$ cat src/hdl/lcg_pkg.sv
package lcg_pkg;
   // register byte offsets on the bus
   localparam logic [11:0] DATA4_SEL_OFS   = 12'h000;
   localparam logic [11:0] GATE1_EN_OFS    = 12'h004;
   localparam logic [11:0] GATE1_POL_OFS   = 12'h008;
   // field layout of the data input 4 source register
   localparam int          SRC_CODE_W      = 5;
   localparam int          SRC_COUNT       = 32;
   // field layout of the polarity register
   localparam int          GATE1_INV_BIT   = 0;
   // gate 1 enable bit positions, true bit of each pair sits one above
   localparam int          G1_IN1_INV_BIT  = 0;
   localparam int          G1_IN1_TRUE_BIT = 1;
   localparam int          G1_IN4_TRUE_BIT = 7;
   // register width, reset values and transfer codes of the bus slave
   localparam int          REG_W           = 8;
   localparam logic [31:0] RDATA_RST       = 32'h0000_0000;
   localparam logic        HREADY_RST      = 1'b1;
   localparam logic        HRESP_OKAY      = 1'b0;
   localparam logic [1:0]  HTRANS_NONSEQ   = 2'h2;
   localparam logic [1:0]  HTRANS_SEQ      = 2'h3;
endpackage : lcg_pkg

$ cat src/hdl/lcg_gate1_select.sv
`timescale 1ns/10ps
`default_nettype none

// Operation
// - upper three source bits read zero, ignored
// - five-bit code picks data input 4 source
// - select bits not reset, kept through reset
// - enable bit one puts input into gate
// - enable bit zero keeps input out
// - eight enable bits, in4 true down to in1 inverted
// - polarity bit inverts gate 1 term
module lcg_gate1_select #(
   parameter int ADDR_W = 12                           // decoded address bits
) (
   input  wire logic        ref_clk_i,                 // 10 MHz clock
   input  wire logic        rst_i,                     // sync reset, active high
   input  wire logic        hsel_i,                    // slave select
   input  wire logic [31:0] haddr_i,                   // byte address
   input  wire logic [1:0]  htrans_i,                  // transfer type
   input  wire logic        hwrite_i,                  // write when high
   input  wire logic [2:0]  hsize_i,                   // transfer size
   input  wire logic        hready_i,                  // bus ready
   input  wire logic [31:0] hwdata_i,                  // write data
   output logic      [31:0] hrdata_o,                  // read data
   output logic             hreadyout_o,               // slave ready
   output logic             hresp_o,                   // response, always okay
   input  wire logic [31:0] data4_sources_i,           // candidate sources for input 4
   input  wire logic        data1_i,                   // data input 1 true level
   input  wire logic        data2_i,                   // data input 2 true level
   input  wire logic        data3_i,                   // data input 3 true level
   output logic             data4_true_o,              // selected input 4, true
   output logic             data4_inv_o,               // selected input 4, inverted
   output logic             first_gate_term_o          // gate 1 term after polarity
);

   // configuration registers, deliberately without reset
   logic [lcg_pkg::SRC_CODE_W-1:0] data4_source_code_reg;   // input 4 source code
   logic [lcg_pkg::REG_W-1:0]      gate1_input_enable_reg;  // gate 1 enables
   logic                           first_gate_invert_reg;   // gate 1 polarity
   // bus data phase state
   logic              wr_pend_reg;                     // write data phase pending
   logic [ADDR_W-1:0] wr_addr_reg;                     // address of pending write
   // combinational helpers
   logic              rd_take;                         // read address phase taken
   logic              wr_take;                         // write address phase taken
   logic [31:0]       rd_next;                         // next read data
   logic              data4_sel;                       // chosen input 4 level
   logic [7:0]        in_vec;                          // true and inverted inputs
   logic              term_raw;                        // gate 1 before polarity

   // register image of an address, unmapped reads zero
   function automatic logic [31:0] read_image(input logic [ADDR_W-1:0] a,
                                              input logic [4:0] code,
                                              input logic [7:0] en,
                                              input logic inv);
      logic [31:0] r;
      r = 32'h0000_0000;
      if (a == lcg_pkg::DATA4_SEL_OFS[ADDR_W-1:0]) begin
         r[lcg_pkg::SRC_CODE_W-1:0] = code;            // bits above stay zero
      end else if (a == lcg_pkg::GATE1_EN_OFS[ADDR_W-1:0]) begin
         r[lcg_pkg::REG_W-1:0] = en;
      end else if (a == lcg_pkg::GATE1_POL_OFS[ADDR_W-1:0]) begin
         r[lcg_pkg::GATE1_INV_BIT] = inv;
      end
      return r;
   endfunction : read_image

   // address phase qualification, transfers of any size are taken
   assign rd_take = hsel_i && hready_i && htrans_i[1] && !hwrite_i;
   assign wr_take = hsel_i && hready_i && htrans_i[1] && hwrite_i;

   // read data, forwarding a write that completes in this same cycle
   always_comb begin
      rd_next = read_image(haddr_i[ADDR_W-1:0], data4_source_code_reg,
                           gate1_input_enable_reg, first_gate_invert_reg);
      if (wr_pend_reg && wr_addr_reg == haddr_i[ADDR_W-1:0]) begin
         rd_next = read_image(wr_addr_reg, hwdata_i[4:0], hwdata_i[7:0],
                              hwdata_i[lcg_pkg::GATE1_INV_BIT]);
      end
   end

   // bus slave state; zero wait states keeps hreadyout high
   always_ff @(posedge ref_clk_i) begin
      if (rst_i) begin
         wr_pend_reg <= 1'b0;
         wr_addr_reg <= '0;
         hrdata_o    <= lcg_pkg::RDATA_RST;
         hreadyout_o <= lcg_pkg::HREADY_RST;
         hresp_o     <= lcg_pkg::HRESP_OKAY;
      end else begin
         wr_pend_reg <= wr_take;
         hreadyout_o <= lcg_pkg::HREADY_RST;
         hresp_o     <= lcg_pkg::HRESP_OKAY;
         if (wr_take) begin
            wr_addr_reg <= haddr_i[ADDR_W-1:0];
         end
         // read data stands for the data phase only
         if (rd_take) begin
            hrdata_o <= rd_next;
         end else begin
            hrdata_o <= lcg_pkg::RDATA_RST;
         end
      end
   end

   // no reset term
   // these stay unknown from power-up and bus reset leaves them alone
   always_ff @(posedge ref_clk_i) begin
      if (wr_pend_reg) begin
         // upper bits dropped
         // only the five code bits are stored, writes above are lost
         if (wr_addr_reg == lcg_pkg::DATA4_SEL_OFS[ADDR_W-1:0]) begin
            data4_source_code_reg <= hwdata_i[lcg_pkg::SRC_CODE_W-1:0];
         end else if (wr_addr_reg == lcg_pkg::GATE1_EN_OFS[ADDR_W-1:0]) begin
            gate1_input_enable_reg <= hwdata_i[lcg_pkg::REG_W-1:0];
         end else if (wr_addr_reg == lcg_pkg::GATE1_POL_OFS[ADDR_W-1:0]) begin
            first_gate_invert_reg <= hwdata_i[lcg_pkg::GATE1_INV_BIT];
         end
      end
   end

   assign data4_sel = data4_sources_i[data4_source_code_reg];

   // true and complement pairs
   // pair k holds input k+1; true bit above inverted bit
   assign in_vec = {data4_sel, ~data4_sel, data3_i, ~data3_i,
                    data2_i, ~data2_i, data1_i, ~data1_i};

   // disabled inputs masked
   // an empty enable set gives a zero term, before polarity
   assign term_raw = |(gate1_input_enable_reg & in_vec);

   // registered outputs toward the logic function
   always_ff @(posedge ref_clk_i) begin
      data4_true_o <= data4_sel;
      data4_inv_o  <= ~data4_sel;
      first_gate_term_o <= term_raw ^ first_gate_invert_reg;
   end

   // assertions
   logic past_ok;                                      // one cycle out of reset
   always_ff @(posedge ref_clk_i) begin
      past_ok <= !rst_i;
   end

   // which configuration registers were written since power-up;
   // before that they hold unknowns, so checks that read them would
   // misfire on the undefined contents rather than on a real fault
   logic [2:0] cfg_seen_reg = 3'b000;                  // bit0 source, bit1 enable, bit2 polarity
   always_ff @(posedge ref_clk_i) begin
      if (wr_pend_reg) begin
         if (wr_addr_reg == lcg_pkg::DATA4_SEL_OFS[ADDR_W-1:0]) begin
            cfg_seen_reg[0] <= 1'b1;
         end else if (wr_addr_reg == lcg_pkg::GATE1_EN_OFS[ADDR_W-1:0]) begin
            cfg_seen_reg[1] <= 1'b1;
         end else if (wr_addr_reg == lcg_pkg::GATE1_POL_OFS[ADDR_W-1:0]) begin
            cfg_seen_reg[2] <= 1'b1;
         end
      end
   end

   src_read_zero_a: assert property (@(posedge ref_clk_i) disable iff (rst_i)
      rd_take && haddr_i[ADDR_W-1:0] == lcg_pkg::DATA4_SEL_OFS[ADDR_W-1:0]
      |=> hrdata_o[31:5] == 27'h0000000)
      else $error("source register upper bits not zero");
   src_write_code_a: assert property (@(posedge ref_clk_i) disable iff (rst_i)
      wr_pend_reg && wr_addr_reg == lcg_pkg::DATA4_SEL_OFS[ADDR_W-1:0]
      |=> data4_source_code_reg == $past(hwdata_i[4:0]))
      else $error("source code not stored");
   src_route_a: assert property (@(posedge ref_clk_i) disable iff (rst_i)
      past_ok && $past(cfg_seen_reg[0])
      |-> data4_true_o == $past(data4_sources_i[data4_source_code_reg])
      && data4_inv_o == !data4_true_o)
      else $error("input 4 not routed from chosen source");
   keep_reset_a: assert property (@(posedge ref_clk_i)
      rst_i && !wr_pend_reg && cfg_seen_reg[1:0] == 2'b11
      |=> $stable(gate1_input_enable_reg) && $stable(data4_source_code_reg))
      else $error("select bits changed by reset");
   gate_include_a: assert property (@(posedge ref_clk_i) disable iff (rst_i)
      past_ok && &cfg_seen_reg && |(gate1_input_enable_reg & in_vec)
      |=> first_gate_term_o == !$past(first_gate_invert_reg))
      else $error("enabled active input not gated in");
   gate_exclude_a: assert property (@(posedge ref_clk_i) disable iff (rst_i)
      past_ok && &cfg_seen_reg && gate1_input_enable_reg == 8'h00
      |=> first_gate_term_o == $past(first_gate_invert_reg))
      else $error("disabled inputs reached gate 1");
   enable_layout_a: assert property (@(posedge ref_clk_i) disable iff (rst_i)
      wr_pend_reg && wr_addr_reg == lcg_pkg::GATE1_EN_OFS[ADDR_W-1:0]
      |=> gate1_input_enable_reg == $past(hwdata_i[7:0]))
      else $error("gate 1 enable register not written");
   polarity_flip_a: assert property (@(posedge ref_clk_i) disable iff (rst_i)
      past_ok && &cfg_seen_reg && $past(&cfg_seen_reg)
      && $changed(first_gate_invert_reg) && $stable(term_raw)
      |=> $changed(first_gate_term_o))
      else $error("polarity bit did not flip gate 1 term");
   pair_form_a: assert property (@(posedge ref_clk_i) disable iff (rst_i)
      cfg_seen_reg[0]
      |-> in_vec[lcg_pkg::G1_IN1_TRUE_BIT] != in_vec[lcg_pkg::G1_IN1_INV_BIT]
      && in_vec[lcg_pkg::G1_IN4_TRUE_BIT] == data4_sel)
      else $error("true and inverted forms not complementary");
   bus_okay_a: assert property (@(posedge ref_clk_i) disable iff (rst_i)
      past_ok |-> hreadyout_o && !hresp_o)
      else $error("slave stalled or errored");

   // main scenarios worth seeing at least once
   reset_kept_c: cover property (@(posedge ref_clk_i)
      rst_i && cfg_seen_reg[1:0] == 2'b11);
   source_high_c: cover property (@(posedge ref_clk_i) disable iff (rst_i)
      data4_true_o && !data4_inv_o);

   wr_then_rd_c: cover property (@(posedge ref_clk_i) disable iff (rst_i)
      wr_pend_reg ##1 rd_take);
   gate_on_c: cover property (@(posedge ref_clk_i) disable iff (rst_i)
      first_gate_term_o && !first_gate_invert_reg);
   gate_inverted_c: cover property (@(posedge ref_clk_i) disable iff (rst_i)
      first_gate_invert_reg ##1 !first_gate_term_o);

endmodule : lcg_gate1_select

`default_nettype wire

$ cat config.mk
export PLATFORM = sky130hd
export DESIGN_NAME = lcg_gate1_select
export DESIGN_NICKNAME = d
export VERILOG_FILES = /design/src/hdl/lcg_pkg.sv /design/src/hdl/lcg_gate1_select.sv
export SDC_FILE = /design/constraint.sdc
export NUM_CORES = 1
export LEC_CHECK = 0
export BUFFER_PORTS_ARGS = -buffer_cell sky130_fd_sc_hd__buf_4
export CORE_AREA = 2 2 96 98
export CTS_CLUSTER_DIAMETER = 150
export CTS_CLUSTER_SIZE = 28
export DETAILED_ROUTE_END_ITERATION = 8
export DIE_AREA = 0 0 98 100
export MAX_ROUTING_LAYER = met4
export PLACE_DENSITY = 0.55
export SLEW_MARGIN = 20
export SYNTH_ARGS = -nofsm -noshare
export SYNTH_HDL_FRONTEND = slang
export SYNTH_SLANG_ARGS = --single-unit
$ cat constraint.sdc
create_clock -name ref_clk_i -period 1.85 [get_ports ref_clk_i]
set_input_delay 0.185 -clock ref_clk_i [delete_from_list [all_inputs] [get_ports ref_clk_i]]
set_output_delay 0.185 -clock ref_clk_i [all_outputs]
set_load 0.02 [all_outputs]
Word-level counts from Yosys, hierarchy flattened
Index checks and enable logic that the tools add are counted.
{ "word_totals": {"register_bits": 62} }
{ "op_classes": {"order_cmp": 1, "n_eq_ne": 5, "muxes": 13, "bitwise_logic": 9, "n_reduce_logical": 13} }
{ "op_table": {"columns": ["operator", "n"], "rows": [
  ["12-bit by 3-bit == test with 1-bit output, second input constant", 2],
  ["12-bit by 4-bit == test with 1-bit output, second input constant", 2],
  ["12-bit zero test", 2],
  ["7-bit two-way mux", 2],
  ["12-bit == test", 1],
  ["5-bit two-way mux", 2],
  ["8-bit bitwise AND", 1],
  ["8-bit two-way mux", 1],
  ["8-bit OR reduction", 1],
  ["1-bit NOT", 7],
  ["5-bit by 6-bit < comparator with 1-bit output, second input constant", 1],
  ["3-bit two-way mux", 2],
  ["1-bit binary-select mux with 5-bit select", 1],
  ["1-bit logical AND", 5],
  ["1-bit two-way mux", 5],
  ["4-bit AND reduction", 1],
  ["3-bit AND reduction", 1],
  ["2-bit AND reduction", 1],
  ["2-bit OR reduction", 1],
  ["1-bit zero test", 1],
  ["1-bit bitwise XOR", 1]
]} }

Depth between registers and ports, before layout
Gate-level depths: netlist of run 1.
{ "logic_depth": {"depth_word": 6, "depth_mapped": 9} }

Least setup slack after synthesis of run 1
No wires, ideal clock.
{ "synth_timing": {"path_kind": "reg2reg", "start": "register wr_addr_reg[0]", "end": "register data4_source_code_reg[0] (netlist name) (enable)", "arrival_time_ns": 1.453, "required_time_ns": 1.467, "path_slack_ns": 0.014, "stages_incl_launch_ff": 4, "n_path_buf": 0, "synth_period_minus_slack_ns": 1.836, "cell_sequence": "dfxtp_1 -> nor4_1 -> nand4_1 -> nor4b_1"} }
{ "synth_via": {"elab_chain_cells": 2} }
{ "synth_rtl": {"columns": ["item", "line_no", "text"], "rows": [
  ["from (decl)", "lcg_gate1_select.sv:42", "logic [ADDR_W-1:0] wr_addr_reg;"],
  ["from (signal assigned)", "lcg_gate1_select.sv:95", "wr_addr_reg <= haddr_i[ADDR_W-1:0];"],
  ["12-bit zero test", null, null],
  ["2-bit AND reduction (no source line)", null, null],
  ["to (signal assigned)", "lcg_gate1_select.sv:113", "data4_source_code_reg <= hwdata_i[lcg_pkg::SRC_CODE_W-1:0];"],
  ["to (decl)", "lcg_gate1_select.sv:37", "logic [lcg_pkg::SRC_CODE_W-1:0] data4_source_code_reg;"]
]} }
No other way between the ends.
A chain may end at the register's enable or synchronous reset.

Worst setup path in the final report of run 1
{ "layout_timing": {"start": "register data4_source_code_reg[0] (netlist name)", "end": "register first_gate_term_o"} }
{ "layout_via": {"elab_chain_cells": 6} }
{ "layout_rtl": {"columns": ["item", "line_no", "text"], "rows": [
  ["1-bit binary-select mux with 5-bit select (*)", "lcg_gate1_select.sv:122", "assign data4_sel = data4_sources_i[data4_source_code_reg];"],
  ["1-bit two-way mux (implied by the code) (*)", "lcg_gate1_select.sv:122", null],
  ["1-bit NOT", "lcg_gate1_select.sv:126", "assign in_vec = {data4_sel, ~data4_sel, data3_i, ~data3_i,"],
  ["8-bit bitwise AND (*)", "lcg_gate1_select.sv:131", "assign term_raw = |(gate1_input_enable_reg & in_vec);"],
  ["8-bit OR reduction (*)", "lcg_gate1_select.sv:131", null],
  ["1-bit bitwise XOR (*)", "lcg_gate1_select.sv:137", "first_gate_term_o <= term_raw ^ first_gate_invert_reg;"],
  ["to (signal assigned)", "lcg_gate1_select.sv:137", null],
  ["to (decl)", "lcg_gate1_select.sv:33", "output logic first_gate_term_o"]
]} }
Mark *: on every way between the ends. The rest lies on a longest branch, timed or not. The select of a mux whose other input is x is not followed.

==> flow_results.xml, run 1 <==
<?xml version="1.0" encoding="UTF-8"?>
<metrics>
  <group name="cells_and_area">
    <metric name="largest_register_ffs" unit="">12</metric>
    <metric name="insertedDiodeCount" unit="">0</metric>
    <metric name="multi_input_comb_area" unit="um^2">1090</metric>
    <metric name="final_layout_size_suffix_gt1_frac" unit="">0.344</metric>
    <metric name="design.final.nets" unit="">419</metric>
    <metric name="seqCellArea" unit="um^2">905</metric>
    <metric name="areaGrowthSynthToFinish" unit="%">36.6</metric>
    <metric name="final.fill_count" unit="">924</metric>
    <metric name="final_area" unit="um^2">2910</metric>
  </group>
  <group name="floorplanning">
    <metric name="die_w" unit="um">98</metric>
    <metric name="chipHeight" unit="um">100</metric>
    <metric name="pin_count" unit="">146</metric>
    <metric name="floorplan.rows" unit="">35</metric>
    <metric name="fp.dieArea" unit="um^2">9800</metric>
    <metric name="fp.coreArea" unit="um^2">8890</metric>
    <metric name="initial_utilization" unit="">0.239</metric>
  </group>
  <group name="synthesis">
    <metric name="postSynthRegisterBits" unit="">38</metric>
    <metric name="synthesis.area_per_instance" unit="um^2">9.38</metric>
    <metric name="yosysWarningCount" unit="">0</metric>
    <metric name="yosysUniqueCellTypes" unit="">35</metric>
    <metric name="synth_enable_flop_cells" unit="">14</metric>
    <metric name="synthCells" unit="">227</metric>
    <metric name="mappedNetlistArea" unit="um^2">2130</metric>
    <metric name="yosysSeqAreaShare" unit="">0.423</metric>
    <metric name="dominantRegCellSynth" unit="">dfxtp_1</metric>
    <metric name="synthArstFlopShare" unit="">0</metric>
  </group>
  <group name="power">
    <metric name="power.leakage" unit="nW">1.23</metric>
    <metric name="cellPowerDensity" unit="nW/um^2">636</metric>
    <metric name="max-vdd-ir-drop" unit="uV">312</metric>
    <metric name="totalPowerFinal" unit="mW">1.85</metric>
  </group>
  <group name="placed_design">
    <metric name="post_place_instance_area" unit="um^2">2740</metric>
    <metric name="numPortBuffers" unit="">71</metric>
    <metric name="dp.final_hpwl" unit="um">4100</metric>
    <metric name="gp_congestion" unit="">0.791</metric>
    <metric name="pre_cts_slack" unit="ns">-0.0525</metric>
  </group>
  <group name="critical_path">
    <metric name="reg2reg_setup_slack" unit="ns">-0.04</metric>
    <metric name="slowest_stage" unit="">or4_4</metric>
    <metric name="crit_required" unit="ns">2.07</metric>
    <metric name="critical_path.max_fanout" unit="">16</metric>
    <metric name="end_kind" unit="">flop</metric>
    <metric name="crit_type" unit="">reg -&gt; reg</metric>
    <metric name="r2r_start" unit="">data4_source_code_reg[0]</metric>
    <metric name="r2r.worst_path.cells" unit="">8</metric>
    <metric name="worst-endpoint-arrival" unit="ns">2.11</metric>
    <metric name="cells_along_the_critical_path" unit="">buf_12 -&gt; mux2i_2 -&gt; a22oi_1 -&gt; nand3_1 -&gt; nand2_1 -&gt; or4_4 -&gt; o31ai_2 -&gt; xnor2_1</metric>
    <metric name="cp_slowest_stage_delay" unit="ns">0.51</metric>
    <metric name="critical_path.reg2reg.endpoint" unit="">first_gate_term_o</metric>
    <metric name="worst_setup_path_start_kind" unit="">flop</metric>
  </group>
  <group name="run_status">
    <metric name="status" unit="">finished with violations</metric>
    <metric name="failing_checks" unit="">negative setup slack</metric>
  </group>
  <group name="grt">
    <metric name="first_global_vias" unit="">1783</metric>
    <metric name="grtUsageTotal" unit="">0.108</metric>
    <metric name="grt_max_degree" unit="">17</metric>
    <metric name="globalRouteOverflowTotal" unit="">0</metric>
    <metric name="grt_antenna_before_repair" unit="">0</metric>
    <metric name="global_route_wire_length_before_repair" unit="um">8410</metric>
  </group>
  <group name="cts">
    <metric name="tritoncts" unit="">yes</metric>
    <metric name="clock_path_buffers" unit="">2</metric>
    <metric name="worst_skew_pair.late_latency" unit="ns">0.28</metric>
    <metric name="cts.sinks" unit="">38</metric>
    <metric name="cts.reportedPaths.clkPinSlew" unit="ns">0.08</metric>
    <metric name="cts_buffers" unit="">5</metric>
    <metric name="number_of_h_tree_levels" unit="">2</metric>
    <metric name="cts.root.buffer_cell" unit="">clkbuf_8</metric>
  </group>
  <group name="route">
    <metric name="route.vias.total" unit="">1806</metric>
    <metric name="drt_first_pass_iters" unit="">4</metric>
    <metric name="top_layer_used" unit="">met4</metric>
    <metric name="routed_wl" unit="um">5250</metric>
    <metric name="detail_route.vias_per_cell" unit="">4.28</metric>
    <metric name="drc" unit="">0</metric>
    <metric name="drt-wirelength-per-cell" unit="um">12.4</metric>
    <metric name="routed_wl_met3" unit="um">388</metric>
    <metric name="route.layer.met1.wl" unit="um">2220</metric>
    <metric name="antenna_viol_nets_final" unit="">0</metric>
    <metric name="starting_drc_count_in_detailed_routing" unit="">73</metric>
    <metric name="route.met2.wl" unit="um">2610</metric>
  </group>
  <group name="min_path">
    <metric name="hp-start" unit="">hwdata_i[7]</metric>
    <metric name="holdPathEnd" unit="">gate1_input_enable_reg[7]</metric>
    <metric name="hold_path_depth" unit="">1</metric>
    <metric name="hold_class" unit="">in -&gt; reg</metric>
  </group>
  <group name="timing">
    <metric name="clock_skew" unit="ns">0.00425</metric>
    <metric name="timing.max_slew.rel_slack" unit="">0.614</metric>
    <metric name="worstMarginPinSlew" unit="ns">0.577</metric>
    <metric name="setup_ws" unit="ns">-0.0378</metric>
    <metric name="timing.final.setup_violations" unit="">1</metric>
    <metric name="post-route-period-util" unit="">1.02</metric>
    <metric name="achievable-frequency" unit="GHz">0.530</metric>
    <metric name="layout_min_cycle_time" unit="ns">1.89</metric>
    <metric name="slew_violations" unit="">0</metric>
    <metric name="final.setup.tns" unit="ns">-0.0378</metric>
    <metric name="rsz0062_at_grt" unit="">yes</metric>
    <metric name="hold_viol_final" unit="">0</metric>
  </group>
  <group name="flow_run">
    <metric name="drv.max_cap_violation_count" unit="">0</metric>
  </group>
</metrics>
## critical path, delay by kind of cell, from the launching register on
kind / cells / cell delay (ns)
AND/OR/NAND/NOR: 3 / 0.68
XOR/XNOR: 1 / 0.14
flip-flops: 1 / 0.40
multiplexers: 1 / 0.23
AO/OA/AOI/OAI: 2 / 0.20
buffers and inverters: 1 / 0.18
## synth_stat cells, types with 4 or more instances
cell type   n  area share
a31oi_1     5       0.015
nor4_1      8       0.024
nor2_1     17       0.030
dfxtp_1    24        0.23
nand3_1    10       0.024
nand4_1     5       0.015
xnor2_1     9       0.037
a22oi_1     7       0.025
mux2i_1    24        0.11
a21oi_1    15       0.035
nand2_1    29       0.051
edfxtp_1   14        0.20
buf_4      26       0.092
xor2_1      4       0.016
## how the worst max path moves through the flow
stage	to	start	cells past startpoint
final	first_gate_term_o	data4_source_code_reg[0]	8
after global routing	first_gate_term_o	data4_source_code_reg[0]	8
after CTS	first_gate_term_o	data4_source_code_reg[0]	8
after detailed placement	first_gate_term_o	data4_source_code_reg[0]	8
after global placement	first_gate_term_o	data4_source_code_reg[0]	8
after floorplan	data4_source_code_reg[0]	wr_addr_reg[0]	3
## logic make-up (layout without fill, tap and decap cells)
logic type	after synthesis	after routing	synth area share
and+or+nand+nor	84	84	0.198
xor gates and xnor gates	13	13	0.0535
AOI/OAI and AO/OA	30	30	0.0864
DFF	38	38	0.423
buffers and inverters	36	96	0.122
other	2	26	0.00353
muxes	24	24	0.113
## final cells by class
cell class | instances | area share
clock buffers | 5 | 0.0237
clock inverters | 3 | 0.0138
inverters | 2 | 0.00258
multi-input cells | 177 | 0.376
flip-flops and latches | 38 | 0.311
well taps | 111 | 0.0478
repair buffers | 86 | 0.225
## layer usage
metal | global-route usage | vias up
li1 | - | 925
met1 | 0.131 | 804
met2 | 0.186 | 72
met3 | 0.0265 | 5
met4 | 0.0192 | 0
met5 | - | -
## per-stage QoR
step | cells | hold WS, ns | utilization
after floorplan | 251 | 0.254 | -
after global placement | 411 | 0.382 | 0.308
after detailed placement | 411 | 0.380 | 0.308
after CTS | 419 | 0.0776 | 0.320
after global routing | 422 | 0.0758 | 0.327
final | 422 | 0.0852 | 0.327
## placed cells by master, fill, tap and decap left out, types with 2 or more instances in the layout
cell type  Yosys  layout
nand4_1        5       5
and4_1         2       2
nor2_1        17      17
nand2_1       29      29
clkinv_2       0       2
a22oi_1        7       6
mux2i_2        0       2
mux2i_1       24      22
clkbuf_8       0       5
inv_1          2       2
a31oi_1        5       5
xnor2_1        9       9
dfxtp_2        0       3
a21oi_1       15      15
edfxtp_1      14      14
nor4_1         8       7
dfxtp_1       24      21
xor2_1         4       4
buf_4         26      84
nand3_1       10      10
conb_1         2      26
## timing repair
action | 4_1_cts | 5_1_grt
hold buffers | 0 | 0
buffers inserted | 0 | 3
endpoints found under the setup margin | 1 | 17
pin swaps | 0 | 6
gates cloned | 0 | 1
resized for setup | 0 | 12
## report_power, final
| group | leakage [nW] | switching, mW | internal (mW) |
|---|---|---|---|
| Clock | 0.0579 | 0.292 | 0.397 |
| Sequential | 0.322 | 0.00755 | 0.875 |
| Combinational | 0.845 | 0.145 | 0.134 |
| Total | 1.23 | 0.444 | 1.41 |
Power figures use the tool's default switching activity.
==> run 2, diff against run 1 <==
==> constraint.sdc (replaced) <==
create_clock -name ref_clk_i -period 1.85 [get_ports ref_clk_i]
set_input_delay 0.0925 -clock ref_clk_i [delete_from_list [all_inputs] [get_ports ref_clk_i]]
set_output_delay 0.0925 -clock ref_clk_i [all_outputs]
set_load 0.02 [all_outputs]
==> flow_results.xml, run 2 (synthesized netlist as in run 1, its figures left out) <==
<?xml version="1.0" encoding="UTF-8"?>
<metrics>
  <group name="critical_path">
    <metric name="critPathBufInv" unit="">1</metric>
    <metric name="crit_type" unit="">reg -&gt; reg</metric>
    <metric name="cells_along_the_critical_path" unit="">buf_12 -&gt; mux2i_1 -&gt; a22oi_1 -&gt; nand3_1 -&gt; nand2_1 -&gt; or4_4 -&gt; o31ai_2 -&gt; xnor2_1</metric>
    <metric name="worst_setup_path_start_kind" unit="">flop</metric>
    <metric name="critical_path.max_fanout" unit="">16</metric>
    <metric name="slowest_stage" unit="">or4_4</metric>
    <metric name="crit_required" unit="ns">2.06</metric>
    <metric name="end_kind" unit="">flop</metric>
    <metric name="worst-endpoint-arrival" unit="ns">2.08</metric>
    <metric name="r2r.worst_path.cells" unit="">8</metric>
    <metric name="cp_top_family" unit="">simple AND/OR/NAND/NOR gates</metric>
    <metric name="cp_slowest_stage_delay" unit="ns">0.51</metric>
    <metric name="crit_cells" unit="">8</metric>
  </group>
  <group name="grt">
    <metric name="grtUsageTotal" unit="">0.109</metric>
    <metric name="grt_max_degree" unit="">17</metric>
    <metric name="first_global_vias" unit="">1881</metric>
    <metric name="globalRouteOverflowTotal" unit="">0</metric>
    <metric name="global_route_wire_length_before_repair" unit="um">8570</metric>
    <metric name="grt_antenna_before_repair" unit="">0</metric>
  </group>
  <group name="placed_design">
    <metric name="dp_cells" unit="">413</metric>
    <metric name="post_place_instance_area" unit="um^2">2760</metric>
    <metric name="dp.final_hpwl" unit="um">4160</metric>
    <metric name="gp_congestion" unit="">0.790</metric>
    <metric name="pre_cts_slack" unit="ns">-0.0455</metric>
    <metric name="numPortBuffers" unit="">71</metric>
  </group>
  <group name="timing">
    <metric name="slew_violations" unit="">0</metric>
    <metric name="achievable-frequency" unit="GHz">0.537</metric>
    <metric name="setup_ws" unit="ns">-0.0122</metric>
    <metric name="clock_skew" unit="ns">0.00382</metric>
    <metric name="hold_viol_final" unit="">0</metric>
    <metric name="timing.max_slew.rel_slack" unit="">0.644</metric>
    <metric name="timing.final.setup_violations" unit="">1</metric>
    <metric name="rsz0062_at_grt" unit="">yes</metric>
    <metric name="worstMarginPinSlew" unit="ns">0.532</metric>
    <metric name="layout_min_cycle_time" unit="ns">1.86</metric>
    <metric name="post-route-period-util" unit="">1.01</metric>
    <metric name="finalHoldWorstSlack" unit="ns">0.0154</metric>
  </group>
  <group name="min_path">
    <metric name="hold_path_depth" unit="">1</metric>
    <metric name="hold_class" unit="">in -&gt; reg</metric>
  </group>
  <group name="route">
    <metric name="drt-wirelength-per-cell" unit="um">12.3</metric>
    <metric name="route.vias.total" unit="">1841</metric>
    <metric name="starting_drc_count_in_detailed_routing" unit="">63</metric>
    <metric name="routed_wl" unit="um">5240</metric>
    <metric name="antenna_viol_nets_final" unit="">0</metric>
    <metric name="drc" unit="">0</metric>
    <metric name="detail_route.vias_per_cell" unit="">4.30</metric>
    <metric name="drt_first_pass_iters" unit="">4</metric>
  </group>
  <group name="cells_and_area">
    <metric name="areaGrowthSynthToFinish" unit="%">37.7</metric>
    <metric name="design.final.nets" unit="">425</metric>
    <metric name="fin_cells" unit="">428</metric>
    <metric name="commonest_non_fill_non_tap_cell_in_the_layout" unit="">buf_4</metric>
    <metric name="post-route-util" unit="">0.330</metric>
    <metric name="final_layout_size_suffix_gt1_frac" unit="">0.331</metric>
    <metric name="final_area" unit="um^2">2930</metric>
    <metric name="layout_common_cells" unit="">buf_4 (86), nand2_1 (29), conb_1 (26), mux2i_1 (24), dfxtp_1 (22)</metric>
    <metric name="largest_register_ffs" unit="">12</metric>
    <metric name="insertedDiodeCount" unit="">0</metric>
  </group>
  <group name="floorplanning">
    <metric name="pin_count" unit="">146</metric>
    <metric name="fp.dieArea" unit="um^2">9800</metric>
    <metric name="chipHeight" unit="um">100</metric>
    <metric name="initial_utilization" unit="">0.239</metric>
    <metric name="fp.coreArea" unit="um^2">8890</metric>
    <metric name="die_w" unit="um">98</metric>
    <metric name="floorplan.rows" unit="">35</metric>
  </group>
  <group name="cts">
    <metric name="tritoncts" unit="">yes</metric>
    <metric name="clock_path_buffers" unit="">2</metric>
    <metric name="cts_buffers" unit="">5</metric>
    <metric name="worst_skew_pair.late_latency" unit="ns">0.28</metric>
    <metric name="number_of_h_tree_levels" unit="">2</metric>
    <metric name="cts.reportedPaths.clkPinSlew" unit="ns">0.07</metric>
    <metric name="cts.root.buffer_cell" unit="">clkbuf_8</metric>
    <metric name="cts.sinks" unit="">38</metric>
  </group>
  <group name="flow_run">
    <metric name="drv.max_cap_violation_count" unit="">0</metric>
  </group>
  <group name="run_status">
    <metric name="status" unit="">finished with violations</metric>
    <metric name="failing_checks" unit="">negative setup slack</metric>
  </group>
  <group name="power">
    <metric name="cellPowerDensity" unit="nW/um^2">581</metric>
    <metric name="max-vdd-ir-drop" unit="uV">215</metric>
    <metric name="power.leakage" unit="nW">1.24</metric>
  </group>
</metrics>
==> run 2: where the power goes <==
part           total, mW  leakage, nW  switching [mW]  internal, mW
clock network      0.537       0.0426           0.278         0.259
registers          0.882        0.322         0.00758         0.875
logic              0.283        0.876           0.144         0.139
total               1.70         1.24           0.430          1.27
==> run 2: path summary, 6_finish.rpt <==
check | startpoint | endpoint | slack [ns]
max reg2reg | data4_source_code_reg[0] | first_gate_term_o | -0.01
max | data4_source_code_reg[0] | first_gate_term_o | -0.01
min | hwdata_i[1] | data4_source_code_reg[1] | 0.02
min reg2reg | wr_addr_reg[10] | wr_addr_reg[10] | 0.48
==> run 2: area by class of cell <==
class                           instances  area (um^2)
Fill cell                             942         5960
Clock buffer                            6         72.6
Multi-Input combinational cell        177         1090
Clock inverter                          2         8.76
Sequential cell                        38          903
Inverter                                2         7.51
Tap cell                              111          139
Timing Repair Buffer                   92          711
==> run 2: repair_timing <==
item,in CTS,in global routing
endpoints found under the setup margin,1,10
gates cloned,0,1
pin swaps,1,8
hold endpoints to repair,3,2
resized for setup,0,10
buffers inserted,1,2
hold buffers,3,1
==> run 2: stage by stage <==
step,TNS [ns],power (mW)
after global routing,-0.268,1.80
after floorplan,0,1.07
after global placement,-0.0249,1.17
final,-0.0122,1.70
after CTS,-0.0470,1.71
after detailed placement,-0.0455,1.18
==> run 2: metal layers <==
layer	part of all wire	vias to the layer above	routed length [um]	track usage
li1	-	933	-	-
met1	0.44	839	2330	0.129
met2	0.48	62	2510	0.188
met3	0.067	7	352	0.0279
met4	0.0088	0	46	0.0224
met5	0	-	0	-
==> run 3, diff against run 2 <==
- CORE_AREA: 2 2 96 98 -> 5 5 99 101
- DIE_AREA: 0 0 98 100 -> 0 0 104 106
==> flow_results.xml, run 3 (synthesized netlist as in run 1, its figures left out) <==
<?xml version="1.0" encoding="UTF-8"?>
<metrics>
  <group name="grt">
    <metric name="globalRouteOverflowTotal" unit="">0</metric>
    <metric name="grtUsageTotal" unit="">0.0993</metric>
    <metric name="global_route_wire_length_before_repair" unit="um">8800</metric>
    <metric name="grt_antenna_before_repair" unit="">0</metric>
    <metric name="grt_max_degree" unit="">18</metric>
    <metric name="first_global_vias" unit="">1848</metric>
  </group>
  <group name="cells_and_area">
    <metric name="design.final.nets" unit="">426</metric>
    <metric name="final_layout_size_suffix_gt1_frac" unit="">0.324</metric>
    <metric name="final.fill_count" unit="">941</metric>
    <metric name="commonest_non_fill_non_tap_cell_in_the_layout" unit="">buf_4</metric>
    <metric name="largest_register_ffs" unit="">12</metric>
    <metric name="areaGrowthSynthToFinish" unit="%">39.2</metric>
    <metric name="layout_common_cells" unit="">buf_4 (84), nand2_1 (29), conb_1 (26), mux2i_1 (24), dfxtp_1 (22)</metric>
    <metric name="fin_cells" unit="">429</metric>
    <metric name="insertedDiodeCount" unit="">0</metric>
  </group>
  <group name="route">
    <metric name="starting_drc_count_in_detailed_routing" unit="">45</metric>
    <metric name="drc" unit="">0</metric>
    <metric name="drt_first_pass_iters" unit="">4</metric>
    <metric name="detail_route.vias_per_cell" unit="">4.22</metric>
    <metric name="route.vias.total" unit="">1812</metric>
    <metric name="antenna_viol_nets_final" unit="">0</metric>
    <metric name="routed_wl" unit="um">5500</metric>
    <metric name="drt-wirelength-per-cell" unit="um">12.8</metric>
  </group>
  <group name="timing">
    <metric name="worstMarginPinSlew" unit="ns">0.542</metric>
    <metric name="timing.final.setup_violations" unit="">1</metric>
    <metric name="post-route-period-util" unit="">1.00</metric>
    <metric name="clock_skew" unit="ns">0.00731</metric>
    <metric name="timing.max_slew.rel_slack" unit="">0.638</metric>
    <metric name="setup_ws" unit="ns">-0.00191</metric>
    <metric name="rsz0062_at_grt" unit="">yes</metric>
    <metric name="layout_min_cycle_time" unit="ns">1.85</metric>
    <metric name="slew_violations" unit="">0</metric>
    <metric name="hold_viol_final" unit="">0</metric>
    <metric name="achievable-frequency" unit="GHz">0.540</metric>
  </group>
  <group name="critical_path">
    <metric name="r2r_start" unit="">data4_source_code_reg[0]</metric>
    <metric name="critical_path.max_fanout" unit="">17</metric>
    <metric name="startpoint" unit="">data4_source_code_reg[0]</metric>
    <metric name="critPathCapture" unit="">first_gate_term_o</metric>
    <metric name="critical_path.reg2reg.endpoint" unit="">first_gate_term_o</metric>
    <metric name="crit_type" unit="">reg -&gt; reg</metric>
    <metric name="reg2reg_setup_slack" unit="ns">-0.002</metric>
    <metric name="crit_required" unit="ns">2.07</metric>
    <metric name="end_kind" unit="">flop</metric>
    <metric name="r2r.worst_path.cells" unit="">8</metric>
    <metric name="worst-endpoint-arrival" unit="ns">2.07</metric>
    <metric name="worst_setup_path_start_kind" unit="">flop</metric>
  </group>
  <group name="floorplanning">
    <metric name="fp.dieArea" unit="um^2">11000</metric>
    <metric name="fp.coreArea" unit="um^2">8930</metric>
    <metric name="floorplan.rows" unit="">35</metric>
    <metric name="pin_count" unit="">146</metric>
    <metric name="initial_utilization" unit="">0.238</metric>
    <metric name="die_w" unit="um">104</metric>
    <metric name="chipHeight" unit="um">106</metric>
  </group>
  <group name="power">
    <metric name="power.leakage" unit="nW">1.26</metric>
    <metric name="max-vdd-ir-drop" unit="uV">260</metric>
    <metric name="cellPowerDensity" unit="nW/um^2">628</metric>
    <metric name="totalPowerFinal" unit="mW">1.86</metric>
  </group>
  <group name="cts">
    <metric name="clock_path_buffers" unit="">2</metric>
    <metric name="cts.root.buffer_cell" unit="">clkbuf_8</metric>
    <metric name="number_of_h_tree_levels" unit="">2</metric>
    <metric name="cts_buffers" unit="">5</metric>
    <metric name="tritoncts" unit="">yes</metric>
    <metric name="worst_skew_pair.late_latency" unit="ns">0.29</metric>
    <metric name="cts.reportedPaths.clkPinSlew" unit="ns">0.07</metric>
    <metric name="cts.sinks" unit="">38</metric>
  </group>
  <group name="placed_design">
    <metric name="numPortBuffers" unit="">71</metric>
    <metric name="pre_cts_slack" unit="ns">-0.0183</metric>
    <metric name="gp_congestion" unit="">0.773</metric>
    <metric name="dp.final_hpwl" unit="um">4440</metric>
    <metric name="dp_cells" unit="">411</metric>
  </group>
  <group name="min_path">
    <metric name="hold_class" unit="">in -&gt; reg</metric>
    <metric name="hold_path_depth" unit="">1</metric>
  </group>
  <group name="run_status">
    <metric name="status" unit="">finished with violations</metric>
    <metric name="failing_checks" unit="">negative setup slack</metric>
  </group>
  <group name="flow_run">
    <metric name="drv.max_cap_violation_count" unit="">0</metric>
  </group>
</metrics>
==> run 3: cell type report <==
cell class | count | area [um^2] | area share
clock buffer | 5 | 68.8 | 0.0232
inverter | 2 | 7.51 | 0.00253
timing repair buffer | 93 | 726 | 0.245
clock inverter | 3 | 40.0 | 0.0135
tap | 111 | 139 | 0.0469
sequential | 38 | 903 | 0.305
multi-input combinational | 177 | 1080 | 0.364
==> run 3: per-layer routing <==
| metal | GRT usage | vias up | part of all wire |
|---|---|---|---|
| met4 | 0.0194 | 0 | 0.0053 |
| met2 | 0.154 | 66 | 0.48 |
| met1 | 0.121 | 806 | 0.42 |
| met3 | 0.0431 | 3 | 0.094 |
| li1 | - | 937 | - |
| met5 | - | - | 0 |
==> run 3: per-stage QoR <==
step	hold slack (ns)	setup TNS, ns	instance area, um^2	utilization
6_report	0.0191	-0.00191	2960	0.332
5_1_grt	0.00572	-0.684	2960	0.332
4_1_cts	0.00292	-0.0239	2910	0.325
3_5_place_dp	0.288	-0.0183	2740	0.307
3_3_place_gp	0.289	-0.000987	2740	0.307
2_1_floorplan	0.162	0	2220	-
==> run 3: report_power, final <==
| group | total [mW] | switching (mW) | internal [mW] |
|---|---|---|---|
| sequential | 0.882 | 0.00730 | 0.875 |
| combinational | 0.286 | 0.145 | 0.142 |
| clock | 0.692 | 0.296 | 0.397 |
| total | 1.86 | 0.448 | 1.41 |
==> run 3: worst min-delay path by stage <==
stage / startpoint / endpoint
2_1_floorplan: rst_i / wr_addr_reg[0]
3_3_place_gp: hwdata_i[6] / gate1_input_enable_reg[6]
3_5_place_dp: hwdata_i[6] / gate1_input_enable_reg[6]
4_1_cts: hwdata_i[0] / data4_source_code_reg[0]
5_1_grt: hwdata_i[2] / data4_source_code_reg[2]
6_report: hwdata_i[2] / data4_source_code_reg[2]
==> run 3: repair_timing <==
| item | in CTS | in global routing |
|---|---|---|
| pin swaps | 0 | 4 |
| buffers inserted | 1 | 2 |
| endpoints found under the setup margin | 1 | 15 |
| resized for setup | 0 | 8 |
| endpoints found under the hold margin | 6 | 5 |
| hold buffers | 5 | 2 |
| gates cloned | 0 | 1 |
==> run 3: critical path, stage by stage, from the launching register on <==
cell and delay, ns:
edfxtp_1 0.38, buf_12 0.17, mux2i_1 0.22, a22oi_1 0.12, nand3_2 0.09, nand2_1 0.07, or4_4 0.51, o31ai_2 0.08
xnor2_1 0.13
